**config.mk**
```make
export PLATFORM = sky130hd
export DESIGN_NAME = hv_lock_protect_command_decoder
export DESIGN_NICKNAME = d
export VERILOG_FILES = /design/src/logic/hv_cmd_pkg.sv /design/src/logic/hv_lock_protect_command_decoder.sv
export SDC_FILE = /design/constraint.sdc
export NUM_CORES = 1
export LEC_CHECK = 0
export ABC_AREA = 1
export CORE_MARGIN = 2
export CORE_UTILIZATION = 58
export CTS_CLUSTER_SIZE = 16
export DETAILED_ROUTE_END_ITERATION = 8
export DONT_BUFFER_PORTS = 1
export PLACE_DENSITY = 0.76
export SLEW_MARGIN = 20
export SYNTH_ARGS = -nofsm -noshare
export SYNTH_HDL_FRONTEND = slang
export SYNTH_SLANG_ARGS = --single-unit
```
**constraint.sdc**
```tcl
create_clock -name i_mclk -period 2.2 [get_ports i_mclk]
set_input_delay 0.33 -clock i_mclk [delete_from_list [all_inputs] [get_ports i_mclk]]
set_output_delay 0.33 -clock i_mclk [all_outputs]
set_load 0.1 [all_outputs]
```
**src/logic/hv_cmd_pkg.sv**
```systemverilog
// Package for the high-voltage step / lock command decoder.
// Assumes a single 200 MHz system clock domain.
package hv_cmd_pkg;
    localparam int unsigned CLK_PERIOD_PS = 5000;
    localparam int unsigned NV_WRITE_TIME_NS = 5000;
    localparam int unsigned NV_WRITE_CYCLES =
        (NV_WRITE_TIME_NS * 1000 + CLK_PERIOD_PS - 1) / CLK_PERIOD_PS;
    localparam int unsigned CMD_BITS = 8;
    localparam int unsigned WIPER_W  = 9;
    // Register addresses
    localparam logic [3:0] ADDR_WIPER_0 = 4'h0;
    localparam logic [3:0] ADDR_WIPER_1 = 4'h1;
    localparam logic [3:0] ADDR_LOCK_0  = 4'h2;
    localparam logic [3:0] ADDR_LOCK_1  = 4'h3;
    localparam logic [3:0] ADDR_TCON_0  = 4'h4;
    localparam logic [3:0] ADDR_STATUS  = 4'h5;
    localparam logic [3:0] ADDR_WIPER_2 = 4'h6;
    localparam logic [3:0] ADDR_WIPER_3 = 4'h7;
    localparam logic [3:0] ADDR_LOCK_2  = 4'h8;
    localparam logic [3:0] ADDR_LOCK_3  = 4'h9;
    localparam logic [3:0] ADDR_TCON_1  = 4'hA;
    localparam logic [3:0] ADDR_PROTECT = 4'hF;
    // Command codes in bits 3:2 of the byte
    localparam logic [1:0] OP_INCR = 2'h1;
    localparam logic [1:0] OP_DECR = 2'h2;
    // Wiper limits
    localparam logic [8:0] WIPER_ZERO = 9'h000;
    localparam logic [8:0] WIPER_FULL = 9'h100;
    localparam logic [8:0] WIPER_RESET = 9'h080;
    // Status field positions
    localparam int unsigned ST_WRITE_BIT = 4;
    localparam int unsigned ST_WP_BIT    = 0;
    localparam int unsigned ST_LOCK_LSB  = 5;
    typedef enum logic [1:0] {
        NV_IDLE    = 2'b01,
        NV_WRITING = 2'b10
    } nv_state_t;
endpackage : hv_cmd_pkg

```
**src/logic/hv_lock_protect_command_decoder.sv**
```systemverilog
// Decoder for high-voltage step and lock/protect commands on the serial link.
// Assumes link pins arrive asynchronous; link clock is sampled at 200 MHz.
`timescale 1ns/1ps
`default_nettype none
module hv_lock_protect_command_decoder
    import hv_cmd_pkg::*;
#(
    parameter int unsigned WRITE_CYCLES = NV_WRITE_CYCLES
)(
    // Clock and reset
    input  wire logic                  i_mclk,
    input  wire logic                  i_arst_n,
    // Serial link pins
    input  wire logic                  i_select_n,
    input  wire logic                  i_select_hv,
    input  wire logic                  i_sclk,
    input  wire logic                  i_serial_input_pin,
    output logic                       o_serial_output_pin,
    output logic                       o_serial_output_oe_n,
    // Register views
    output logic [WIPER_W-1:0]         o_wiper_0,
    output logic [WIPER_W-1:0]         o_wiper_1,
    output logic [WIPER_W-1:0]         o_wiper_2,
    output logic [WIPER_W-1:0]         o_wiper_3,
    output logic [WIPER_W-1:0]         o_device_status
);
    localparam int unsigned WC_W = $clog2(WRITE_CYCLES + 1);
    localparam logic [3:0]  SYNC_IDLE = 4'h8;  // Select high, all else low

    if (WRITE_CYCLES < 1)
    begin : g_bad_cycles
        $error("WRITE_CYCLES must be at least one");
    end

    // Two-flop synchronisers
    logic [3:0] sync_a;
    logic [3:0] sync_b;
    logic       sclk_prev;
    logic       sel_prev_n;
    always_ff @(posedge i_mclk or negedge i_arst_n)
    begin
        if (!i_arst_n)
        begin
            sync_a     <= SYNC_IDLE;  // Pin idle levels: no false edge
            sync_b     <= SYNC_IDLE;
            sclk_prev  <= 1'b0;
            sel_prev_n <= 1'b1;
        end
        else
        begin
            sync_a     <= {i_select_n, i_select_hv, i_sclk,
                           i_serial_input_pin};
            sync_b     <= sync_a;
            sclk_prev  <= sync_b[1];
            sel_prev_n <= sync_b[3];
        end
    end

    logic sel_n;
    logic hv;
    logic sclk_rise;
    logic sel_release;
    assign sel_n       = sync_b[3];
    assign hv          = sync_b[2];
    assign sclk_rise   = sync_b[1] & ~sclk_prev;
    assign sel_release = sel_n & ~sel_prev_n;

    // Bit shifter for the command byte
    logic [CMD_BITS-1:0] shift;
    logic [3:0]          bit_cnt;
    logic                byte_done;
    logic                hv_frame;
    logic [CMD_BITS-1:0] next_shift;
    assign next_shift = {shift[CMD_BITS-2:0], sync_b[0]};
    assign byte_done  = sclk_rise & !sel_n &
                        (bit_cnt == 4'(CMD_BITS - 1));
    always_ff @(posedge i_mclk or negedge i_arst_n)
    begin
        if (!i_arst_n)
        begin
            shift    <= '0;
            bit_cnt  <= '0;
            hv_frame <= 1'b1;
        end
        else if (sel_n)  // Idle between frames, whatever the write does
        begin
            bit_cnt  <= '0;
            hv_frame <= 1'b1;
        end
        else if (sclk_rise)
        begin
            shift    <= next_shift;
            hv_frame <= hv_frame & hv;  // Whole byte must see high voltage
            bit_cnt  <= byte_done ? 4'h0 : bit_cnt + 4'h1;
        end
    end

    // Decode of the completed byte
    logic [3:0] addr;
    logic [1:0] op;
    logic       is_step;
    logic       is_hv;
    assign addr    = next_shift[7:4];
    assign op      = next_shift[3:2];
    assign is_step = (op == OP_INCR) || (op == OP_DECR);
    assign is_hv   = hv_frame & hv;

    logic nv_busy;
    logic is_volatile;
    logic is_lock_addr;
    always_comb
    begin
        is_volatile  = 1'b0;
        is_lock_addr = 1'b0;
        case (addr)
            ADDR_WIPER_0, ADDR_WIPER_1, ADDR_WIPER_2, ADDR_WIPER_3,
            ADDR_TCON_0, ADDR_STATUS, ADDR_TCON_1:
                is_volatile = 1'b1;
            ADDR_LOCK_0, ADDR_LOCK_1, ADDR_LOCK_2, ADDR_LOCK_3,
            ADDR_PROTECT:
                is_lock_addr = 1'b1;
            default:
                is_volatile = 1'b0;
        endcase
    end

    // Accepted when volatile, or when no write is running
    logic accept;
    assign accept = byte_done & is_step & (is_volatile | !nv_busy);

    // Wipers step on the eighth clock
    logic [WIPER_W-1:0] wiper [4];
    logic [3:0]         wiper_addr [4];
    assign wiper_addr[0] = ADDR_WIPER_0;
    assign wiper_addr[1] = ADDR_WIPER_1;
    assign wiper_addr[2] = ADDR_WIPER_2;
    assign wiper_addr[3] = ADDR_WIPER_3;
    genvar gi;
    generate
        for (gi = 0; gi < 4; gi++)
        begin : g_wiper
            always_ff @(posedge i_mclk or negedge i_arst_n)
            begin
                if (!i_arst_n)
                    wiper[gi] <= WIPER_RESET;
                else if (accept && addr == wiper_addr[gi])
                begin
                    if (op == OP_INCR && wiper[gi] < WIPER_FULL)
                        wiper[gi] <= wiper[gi] + 9'h001;
                    else if (op == OP_DECR && wiper[gi] != WIPER_ZERO
                             && wiper[gi] <= WIPER_FULL)
                        wiper[gi] <= wiper[gi] - 9'h001;
                end
            end
        end
    endgenerate

    // Command fault, cleared by select release
    logic cmd_fault;
    logic fault_event;
    assign fault_event = byte_done & is_step &
        ((is_volatile & !(addr inside {ADDR_WIPER_0, ADDR_WIPER_1,
            ADDR_WIPER_2, ADDR_WIPER_3}))
         | (!is_volatile & !is_lock_addr & !nv_busy));
    always_ff @(posedge i_mclk or negedge i_arst_n)
    begin
        if (!i_arst_n)
            cmd_fault <= 1'b0;
        else if (fault_event)
            cmd_fault <= 1'b1;
        else if (sel_n)
            cmd_fault <= 1'b0;
    end

    // Pending protection change, launched on select release
    logic       pend_valid;
    logic [2:0] pend_idx;
    logic       pend_val;
    logic [2:0] lock_idx;
    always_comb
    begin
        case (addr)
            ADDR_LOCK_0: lock_idx = 3'h0;
            ADDR_LOCK_1: lock_idx = 3'h1;
            ADDR_LOCK_2: lock_idx = 3'h2;
            ADDR_LOCK_3: lock_idx = 3'h3;
            default:     lock_idx = 3'h4;
        endcase
    end
    always_ff @(posedge i_mclk or negedge i_arst_n)
    begin
        if (!i_arst_n)
        begin
            pend_valid <= 1'b0;
            pend_idx   <= '0;
            pend_val   <= 1'b0;
        end
        else if (accept && is_lock_addr && is_hv)
        begin
            pend_valid <= 1'b1;
            pend_idx   <= lock_idx;
            pend_val   <= (op == OP_DECR);
        end
        else if (sel_release || (sclk_rise && !sel_n && bit_cnt == 4'h0))
            pend_valid <= 1'b0;  // Released or extra clocks spoil the form
    end

    // Nonvolatile write cycle
    nv_state_t        nv_state;
    logic [WC_W-1:0]  wc_cnt;
    logic [2:0]       wr_idx;
    logic             wr_val;
    logic [4:0]       nv_bits;
    logic             launch;
    assign launch  = sel_release & pend_valid;
    assign nv_busy = (nv_state == NV_WRITING);
    always_ff @(posedge i_mclk or negedge i_arst_n)
    begin
        if (!i_arst_n)
        begin
            nv_state <= NV_IDLE;
            wc_cnt   <= '0;
            wr_idx   <= '0;
            wr_val   <= 1'b0;
            nv_bits  <= '0;
        end
        else
        begin
            case (nv_state)
                NV_IDLE:
                    if (launch)
                    begin
                        nv_state <= NV_WRITING;
                        wc_cnt   <= WC_W'(WRITE_CYCLES - 1);
                        wr_idx   <= pend_idx;
                        wr_val   <= pend_val;
                    end
                NV_WRITING:
                    if (wc_cnt == '0)
                    begin
                        nv_bits[wr_idx] <= wr_val;
                        nv_state        <= NV_IDLE;
                    end
                    else
                        wc_cnt <= wc_cnt - WC_W'(1);
                default:
                    nv_state <= NV_IDLE;
            endcase
        end
    end

    // Registered outputs; serial output is open drain
    always_ff @(posedge i_mclk or negedge i_arst_n)
    begin
        if (!i_arst_n)
        begin
            o_serial_output_pin  <= 1'b0;
            o_serial_output_oe_n <= 1'b1;
            o_wiper_0            <= WIPER_RESET;
            o_wiper_1            <= WIPER_RESET;
            o_wiper_2            <= WIPER_RESET;
            o_wiper_3            <= WIPER_RESET;
            o_device_status      <= '0;
        end
        else
        begin
            o_serial_output_pin  <= 1'b0;
            // Pull low on fault; otherwise release to pull-up
            o_serial_output_oe_n <= !((cmd_fault | fault_event) & !sel_n);
            o_wiper_0            <= wiper[0];
            o_wiper_1            <= wiper[1];
            o_wiper_2            <= wiper[2];
            o_wiper_3            <= wiper[3];
            o_device_status      <= {nv_bits[3:0], nv_busy,
                                     3'h0, nv_bits[4]};
        end
    end

    // Busy-run counter, kept only for the write-length check
    logic [WC_W-1:0] busy_run;
    always_ff @(posedge i_mclk or negedge i_arst_n)
    begin
        if (!i_arst_n)
            busy_run <= '0;
        else
            busy_run <= nv_busy ? busy_run + WC_W'(1) : '0;
    end
endmodule : hv_lock_protect_command_decoder
`default_nettype wire

```
==> results of run 1 <==
==> logic make-up after synthesis <==
| kind of cell | after synthesis | share of synthesized area |
|---|---|---|
| other | 1 | 0.000568 |
| DFF | 128 | 0.488 |
| and+or+nand+nor | 447 | 0.298 |
| AOI/OAI and AO/OA | 54 | 0.0421 |
| xor gates and xnor gates | 20 | 0.0265 |
| buffers and inverters | 118 | 0.0701 |
| adders and majority gates | 37 | 0.0747 |
==> placed cells by master (no fill, tap or decap), types with 2 or more instances in the layout <==
| cell | count |
|---|---|
| inv_4 | 5 |
| buf_4 | 50 |
| nand4_1 | 5 |
| inv_2 | 2 |
| clkbuf_16 | 17 |
| conb_1 | 4 |
| nand2_1 | 269 |
| ha_2 | 3 |
| bufinv_16 | 3 |
| fa_1 | 3 |
| nor2_1 | 56 |
| nand3_1 | 82 |
| xor2_1 | 12 |
| xnor2_1 | 8 |
| nand2_4 | 5 |
| a21oi_1 | 14 |
| o21ai_2 | 3 |
| nand2_2 | 6 |
| dfrtp_1 | 114 |
| o21ai_0 | 28 |
| nor2_8 | 4 |
| or2_2 | 4 |
| ha_4 | 12 |
| o22ai_1 | 2 |
| nor2_4 | 2 |
| inv_1 | 104 |
| ha_1 | 18 |
| clkbuf_1 | 5 |
| nor2_2 | 7 |
| clkbuf_8 | 6 |
| a21oi_2 | 4 |
| nand3b_1 | 2 |
| dfstp_2 | 14 |
| nand3_2 | 3 |
| dlygate4sd3_1 | 4 |
==> per-stage QoR <==
stage	area, um^2	setup slack [ns]
final	8010	-0.0327
after global routing	8010	-0.171
after CTS	7780	0.0220
after detailed placement	7090	-0.134
after global placement	7090	0.0175
after floorplan	6610	0.0926
==> Yosys cell counts <==
| master | count |
|---|---|
| nor2_2 | 5 |
| inv_1 | 109 |
| conb_1 | 1 |
| or2_2 | 4 |
| xnor2_1 | 8 |
| dfrtp_1 | 114 |
| nand3_1 | 82 |
| clkbuf_1 | 1 |
| a22oi_1 | 1 |
| nand4_1 | 5 |
| o21ai_0 | 31 |
| ha_1 | 33 |
| a21oi_1 | 18 |
| o22ai_1 | 2 |
| nor3_1 | 1 |
| buf_4 | 5 |
| dfstp_2 | 14 |
| buf_2 | 1 |
| o21bai_1 | 1 |
| nand3b_1 | 2 |
| nand3_2 | 3 |
| o21ai_1 | 1 |
| inv_2 | 2 |
| nand2_4 | 5 |
| nand2_2 | 4 |
| nor2_8 | 4 |
| xor2_1 | 12 |
| nand2_1 | 271 |
| nor2_1 | 60 |
| nor3_4 | 1 |
| fa_1 | 4 |
==> final timing paths <==
path	startpoint	endpoint	slack [ns]
max	shift[2]$_DFFE_PN0P_	wiper[14]$_DFFE_PN0P_	-0.03
min	i_arst_n	o_wiper_3[6]$_DFF_PN0_	-0.40
max reg2reg	shift[2]$_DFFE_PN0P_	wiper[14]$_DFFE_PN0P_	-0.03
min reg2reg	sync_a[0]$_DFF_PN0_	sync_b[0]$_DFF_PN0_	0.35
max in group asynchronous	i_arst_n	o_serial_output_oe_n$_DFF_PN1_	2.33
min in group i_mclk	sync_a[0]$_DFF_PN0_	sync_b[0]$_DFF_PN0_	0.35
==> worst reg2reg max path: stages (launching register included) <==
cell	delay, ns
dfrtp_1	0.38
inv_1	0.08
ha_2	0.20
inv_4	0.07
nor2_2	0.16
inv_4	0.11
buf_4	0.15
ha_1	0.28
nand3_1	0.12
nand2_2	0.10
nand2_1	0.11
nand2_1	0.07
nand2_1	0.08
nand2_1	0.06
nand3_1	0.07
nand2_1	0.06
==> power breakdown <==
group          internal, uW  switching (uW)
sequential             2400            38.8
combinational           390             689
clock                  1960             998
==> cell type report <==
class / instances / area, um^2 / area share
sequential: 128 / 3220 / 0.402
tap: 140 / 175 / 0.0219
clock inverter: 4 / 97.6 / 0.0122
timing repair buffer: 54 / 415 / 0.0519
multi-input combinational: 562 / 3140 / 0.392
clock buffer: 28 / 527 / 0.0658
inverter: 111 / 429 / 0.0536
==> registers in the layout, indices dropped and copies added (netlist names), 5 cells and up <==
register         flops
o_wiper_2            9
o_device_status      6
wiper               36
o_wiper_3            9
o_wiper_1            9
wc_cnt              10
shift                7
o_wiper_0            9
nv_bits              5
==> routing by layer <==
| metal | track usage | up-vias | part of all wire |
|---|---|---|---|
| met5 | 0 | - | 0 |
| met2 | 0.420 | 182 | 0.52 |
| li1 | - | 2659 | - |
| met3 | 0.0667 | 49 | 0.049 |
| met4 | 0.122 | 0 | 0.031 |
| met1 | 0.282 | 2625 | 0.40 |
==> timing repair <==
action                                  4_1_cts  5_1_grt
gates cloned                                  0        0
endpoints found under the hold margin       132      128
buffers inserted                              0        3
endpoints found under the setup margin       20       20
resized for setup                            12       33
pin swaps                                     0        2
==> run metrics, run 1 <==
Req. time, crit path ~2.5 ns; Slowest cell on crit path dfrtp_1; DR vias 5515; synthesis-stage register bit count around 130; core area around 0.011 mm^2; CTS Buf Count 17; Worst Skew 0.0107 ns; worst-path fanout max 8; starting density of the core 0.601; Total Power between 6000 and 7000 uW; worst path cell trace inv_1 > ha_2 > inv_4 > nor2_2 > inv_4 > buf_4 > ha_1 > nand3_1 > nand2_2 > nand2_1 > nand2_1 > nand2_1 > nand2_1 > nand3_1 > nand2_1; Finished Layout Cells just over 1k; Critical Path Most Common Cell nand2_1; # fillers about 800; WP data arrival around 2.6 ns; clk root buf clkbuf_16; register area share after synthesis 0.488; critical path's top delay family simple AND/OR/NAND/NOR gates; CTS Buffer Depth 2; Sink Count between 100 and 150; Max-Cap Viols 0; Finish-stage setup viols 1; Avg Cell Area, Syn between 8 and 9 um^2; synthesized area 0.00660 mm^2; failing checks negative hold slack, negative setup slack; Hold Crit Class input pin to async pin; Worst R2R Path Depth 15; setup TNS -0.0327 ns; Die Area about 0.012 mm^2; P&R area growth vs syn 21.3%; All-Layer GR Usage 0.245; layout cells sized above 1 0.172; diodes inserted 0; 1st-iter DRT viols between 300 and 400; DP Wirelength 9050 um; row cnt 38; first-pass GRT wire length approximately 24000 um; fin crit period 2.23 ns; RSZ-0062 raised after global routing yes; Lkg Pwr approximately 0.0045 uW; CTS tree yes; critical path depth 15; die width between 100 and 150 um; Mapped Cells 805; initial antenna violation count 0; clk slew on worst S/H paths 0.05 ns; post-synth top area cell dfrtp_1; nets@finish ~900; Worst Tran Pin Value between 0.7 and 0.8 ns; Slew HR 0.491; Ys Warns 0; fin util 0.729; hold buffers post-CTS 4; Clock H-tree levels 4; Placer Congestion ~0.93; crit-path max cell delay around 0.38 ns; Routed WL between 10000 and 15000 um; max frequency approximately 450 MHz; maximum vdd drop between 800 and 900 uV; Yosys cell types 31; final hold vios approximately 130; WHS -0.396 ns; vias in the first global route 5484; Worst Path Buf+Inv 4; setup ws final -0.0327 ns; Chip Height 111 um; DR DRC count 0; Startpoint Class flop; latest clock arrival within the worst-skew pair between 0.4 and 0.5 ns; Slew Viols, Final 0; status finished with violations; I/O Pins 53; WL per Instance 14.4 um; largest cells by area after synthesis dfrtp_1, nand2_1, ha_1; largest net degree at the start of global routing 129; Critical Path End Type flop; period utilization 1.01; Congestion Overflow GR 0; Synth top area share 0.432; Antenna Nets Post-Route 0; critical path type flop to flop; TritonRoute pass-1 iters 5; Pwr Density 810 mW/mm^2; Post-Place Cells 988; Vias/cell approximately 5.4; number of buffers added on ports 0
(Power assumes the default switching activity.)
==> run 2: changes to the inputs <==
GPL_ROUTABILITY_DRIVEN = 0   (was default)
REMOVE_ABC_BUFFERS = 1   (was default)
==> run 2 against run 1 <==
The flow finishes with violations (negative hold slack). Clock skew down 0.0014 ns. Die area stayed put. Cell area up 1.5%. Fmax increased by 4.7%. Sequential share of layout area fell by 0.61 points. Worst setup slack better by 0.10 ns. First-iteration DRC count rose by 15%. Cell count is the same. Sequential power is essentially flat. Critical path depth stayed put. Wire length fell by 3.0%. Count of clock-buffer cells in the layout decreased by 9. Critical path type unchanged. Largest cell class is now multi-input combinational cells. Highest routed layer unchanged.
==> run metrics, run 2 (synthesis gave the netlist of run 1 again) <==
GR peak layer met2; Startpoint Class flop; DR DRC count 0 (unchanged); WP data arrival 2.49 ns (-0.06 ns); status finished with violations; diodes inserted 0 (unchanged); clk root buf clkbuf_16; fin crit period 2.13 ns (-0.101 ns); met3 GRT Util 0.0623 (-0.00437); commonest non-fill, non-tap cell in the layout nand2_1; final hold vios 128 (unchanged); most frequent cells in the layout nand2_1, dfrtp_1, inv_1, nand3_1, nor2_1; Worst Skew 0.00931 ns (-0.00140 ns); Slew Viols, Final 0 (unchanged); core area 0.0110 mm^2 (unchanged); CTS tree yes; Max-Cap Viols 0 (unchanged); Worst Tran Pin Value 0.762 ns (+0.00368 ns); All-Layer GR Usage 0.232 (-0.0123); fin util 0.740 (+0.0113); Vias/cell 5.35 (-0.29%); layout cells sized above 1 0.189 (+0.0169); critical path type flop to flop; Chip Height 111 um (unchanged); Sink Count 128 (unchanged); setup ws final 0.0678 ns (+0.101 ns); latest clock arrival within the worst-skew pair 0.42 ns (about the same); Clock H-tree levels 4 (unchanged); Req. time, crit path 2.56 ns (+0.05 ns); largest net degree at the start of global routing 129 (unchanged); Slowest cell on crit path dfrtp_1; I/O Pins 53 (unchanged); failing checks negative hold slack; starting density of the core 0.601 (unchanged); WHS -0.389 ns (+0.00708 ns); clk slew on worst S/H paths 0.06 ns (about the same); Finish-stage setup viols 0 (-1); number of buffers added on ports 0 (unchanged); met2 Use GR 0.392 (-0.0282); CTS Buffer Depth 2 (unchanged); P&R area growth vs syn 23.1%; Die Area 0.0123 mm^2 (unchanged); Hold Crit Class input pin to async pin; DP Wirelength 8960 um (-1.1%); initial antenna violation count 0 (unchanged); worst path cell trace inv_1 > ha_2 > inv_4 > nor2_4 > inv_4 > buf_4 > ha_1 > nand3_1 > nand2_2 > nand2_1 > nand2_1 > nand2_1 > nand2_1 > nand3_1 > nand2_1; 1st-iter DRT viols 393 (+15%); TritonRoute pass-1 iters 5 (unchanged); Top reg by flops wiper; Setup WS pre-CTS -0.0944 ns (+0.0393 ns); row cnt 38 (unchanged); Antenna Nets Post-Route 0 (unchanged); nets@finish 917 (unchanged); Routed WL 14400 um (-3.0%); Congestion Overflow GR 0 (unchanged); vias in the first global route 5273 (-3.8%); crit-path max cell delay 0.38 ns (about the same); worst-path fanout max 7 (-1); max frequency 469 MHz (+4.7%); max reg flops 36 (unchanged); die width 111 um (unchanged); # fillers 741 (-4.6%); Slew HR 0.488 (-0.00247); Regs by FF count wiper (36), wc_cnt (10); maximum vdd drop 685 uV (-17%); Lkg Pwr 0.00451 uW (+0.30%); first-pass GRT wire length 23300 um (-3.8%); Critical Path Most Common Cell nand2_1; hold buffers post-CTS 4 (unchanged); WL per Instance 14.0 um (-3.0%); DR vias 5499 (-0.29%); Pwr Density 807 mW/mm^2 (-0.32%); CTS Buf Count 17 (unchanged); Critical Path End Type flop; period utilization 0.969 (-0.0457); met1 usage 0.279 (-0.00276)
[run 2: cell count changes in the layout (fill, tap and decap cells not counted), sizes merged]
cell      previous run  this run
clkinvlp             1         2
clkbuf              28        19
clkinv               0         6
inv                111       112
bufinv               3         4
[run 2: metal layers]
layer	up-vias	share of wire
met5	-	0
met4	0	0.022
met3	36	0.051
met2	176	0.51
met1	2631	0.41
li1	2656	-
[run 2: worst max-delay path, delay by kind of cell, from the launching register on]
kind	cells	cell delay (ns)
adder cells (fa/ha/maj)	2	0.48
AND/OR/NAND/NOR	9	0.79
flip-flops	1	0.38
buffers and inverters	4	0.43
[run 2: layout make-up]
cell class / instances / area (um^2) / area share
Clock buffer: 19 / 453 / 0.0557
Clock inverter: 13 / 185 / 0.0228
Inverter: 111 / 427 / 0.0525
Multi-Input combinational cell: 562 / 3250 / 0.400
Sequential cell: 128 / 3220 / 0.396
Tap cell: 140 / 175 / 0.0215
Timing Repair Buffer: 54 / 415 / 0.0511
[run 2: worst paths after layout]
check                                      from                      to  slack (ns)  cells after the start
max                        shift[2]$_DFFE_PN0P_   wiper[34]$_DFFE_PN1P_        0.07                     15
max reg2reg                shift[2]$_DFFE_PN0P_   wiper[34]$_DFFE_PN1P_        0.07                     15
min                                    i_arst_n    wiper[4]$_DFFE_PN0P_       -0.39                      0
max in group asynchronous              i_arst_n  o_wiper_3[7]$_DFF_PN1_        2.34                      0
min in group i_mclk         sync_a[3]$_DFF_PN1_     sync_b[3]$_DFF_PN1_        0.36                      0
min reg2reg                 sync_a[3]$_DFF_PN1_     sync_b[3]$_DFF_PN1_        0.36                      0
[run 2: timing repair]
item                                    CTS  global route
gates resized for setup                  10            47
setup buffers                             0             0
pin swaps                                 0             2
endpoints found under the setup margin   15            20
endpoints found under the hold margin   132           128
[run 2: through the flow]
| stage | area, um^2 | power [uW] | instances | setup TNS, ns |
|---|---|---|---|---|
| final | 8130 | 6560 | 1027 | 0 |
| after global routing | 8130 | 6860 | 1027 | -0.465 |
| after CTS | 7810 | 6410 | 1027 | 0 |
| after detailed placement | 7120 | 3400 | 991 | -0.484 |
| after global placement | 7120 | 3350 | 991 | 0 |
| after floorplan | 6570 | 3180 | 801 | 0 |
[run 2: report_power, final]
group	total, uW	switching (uW)	internal, uW
sequential	2440	38.2	2400
clock	2980	1020	1950
combinational	1140	720	424
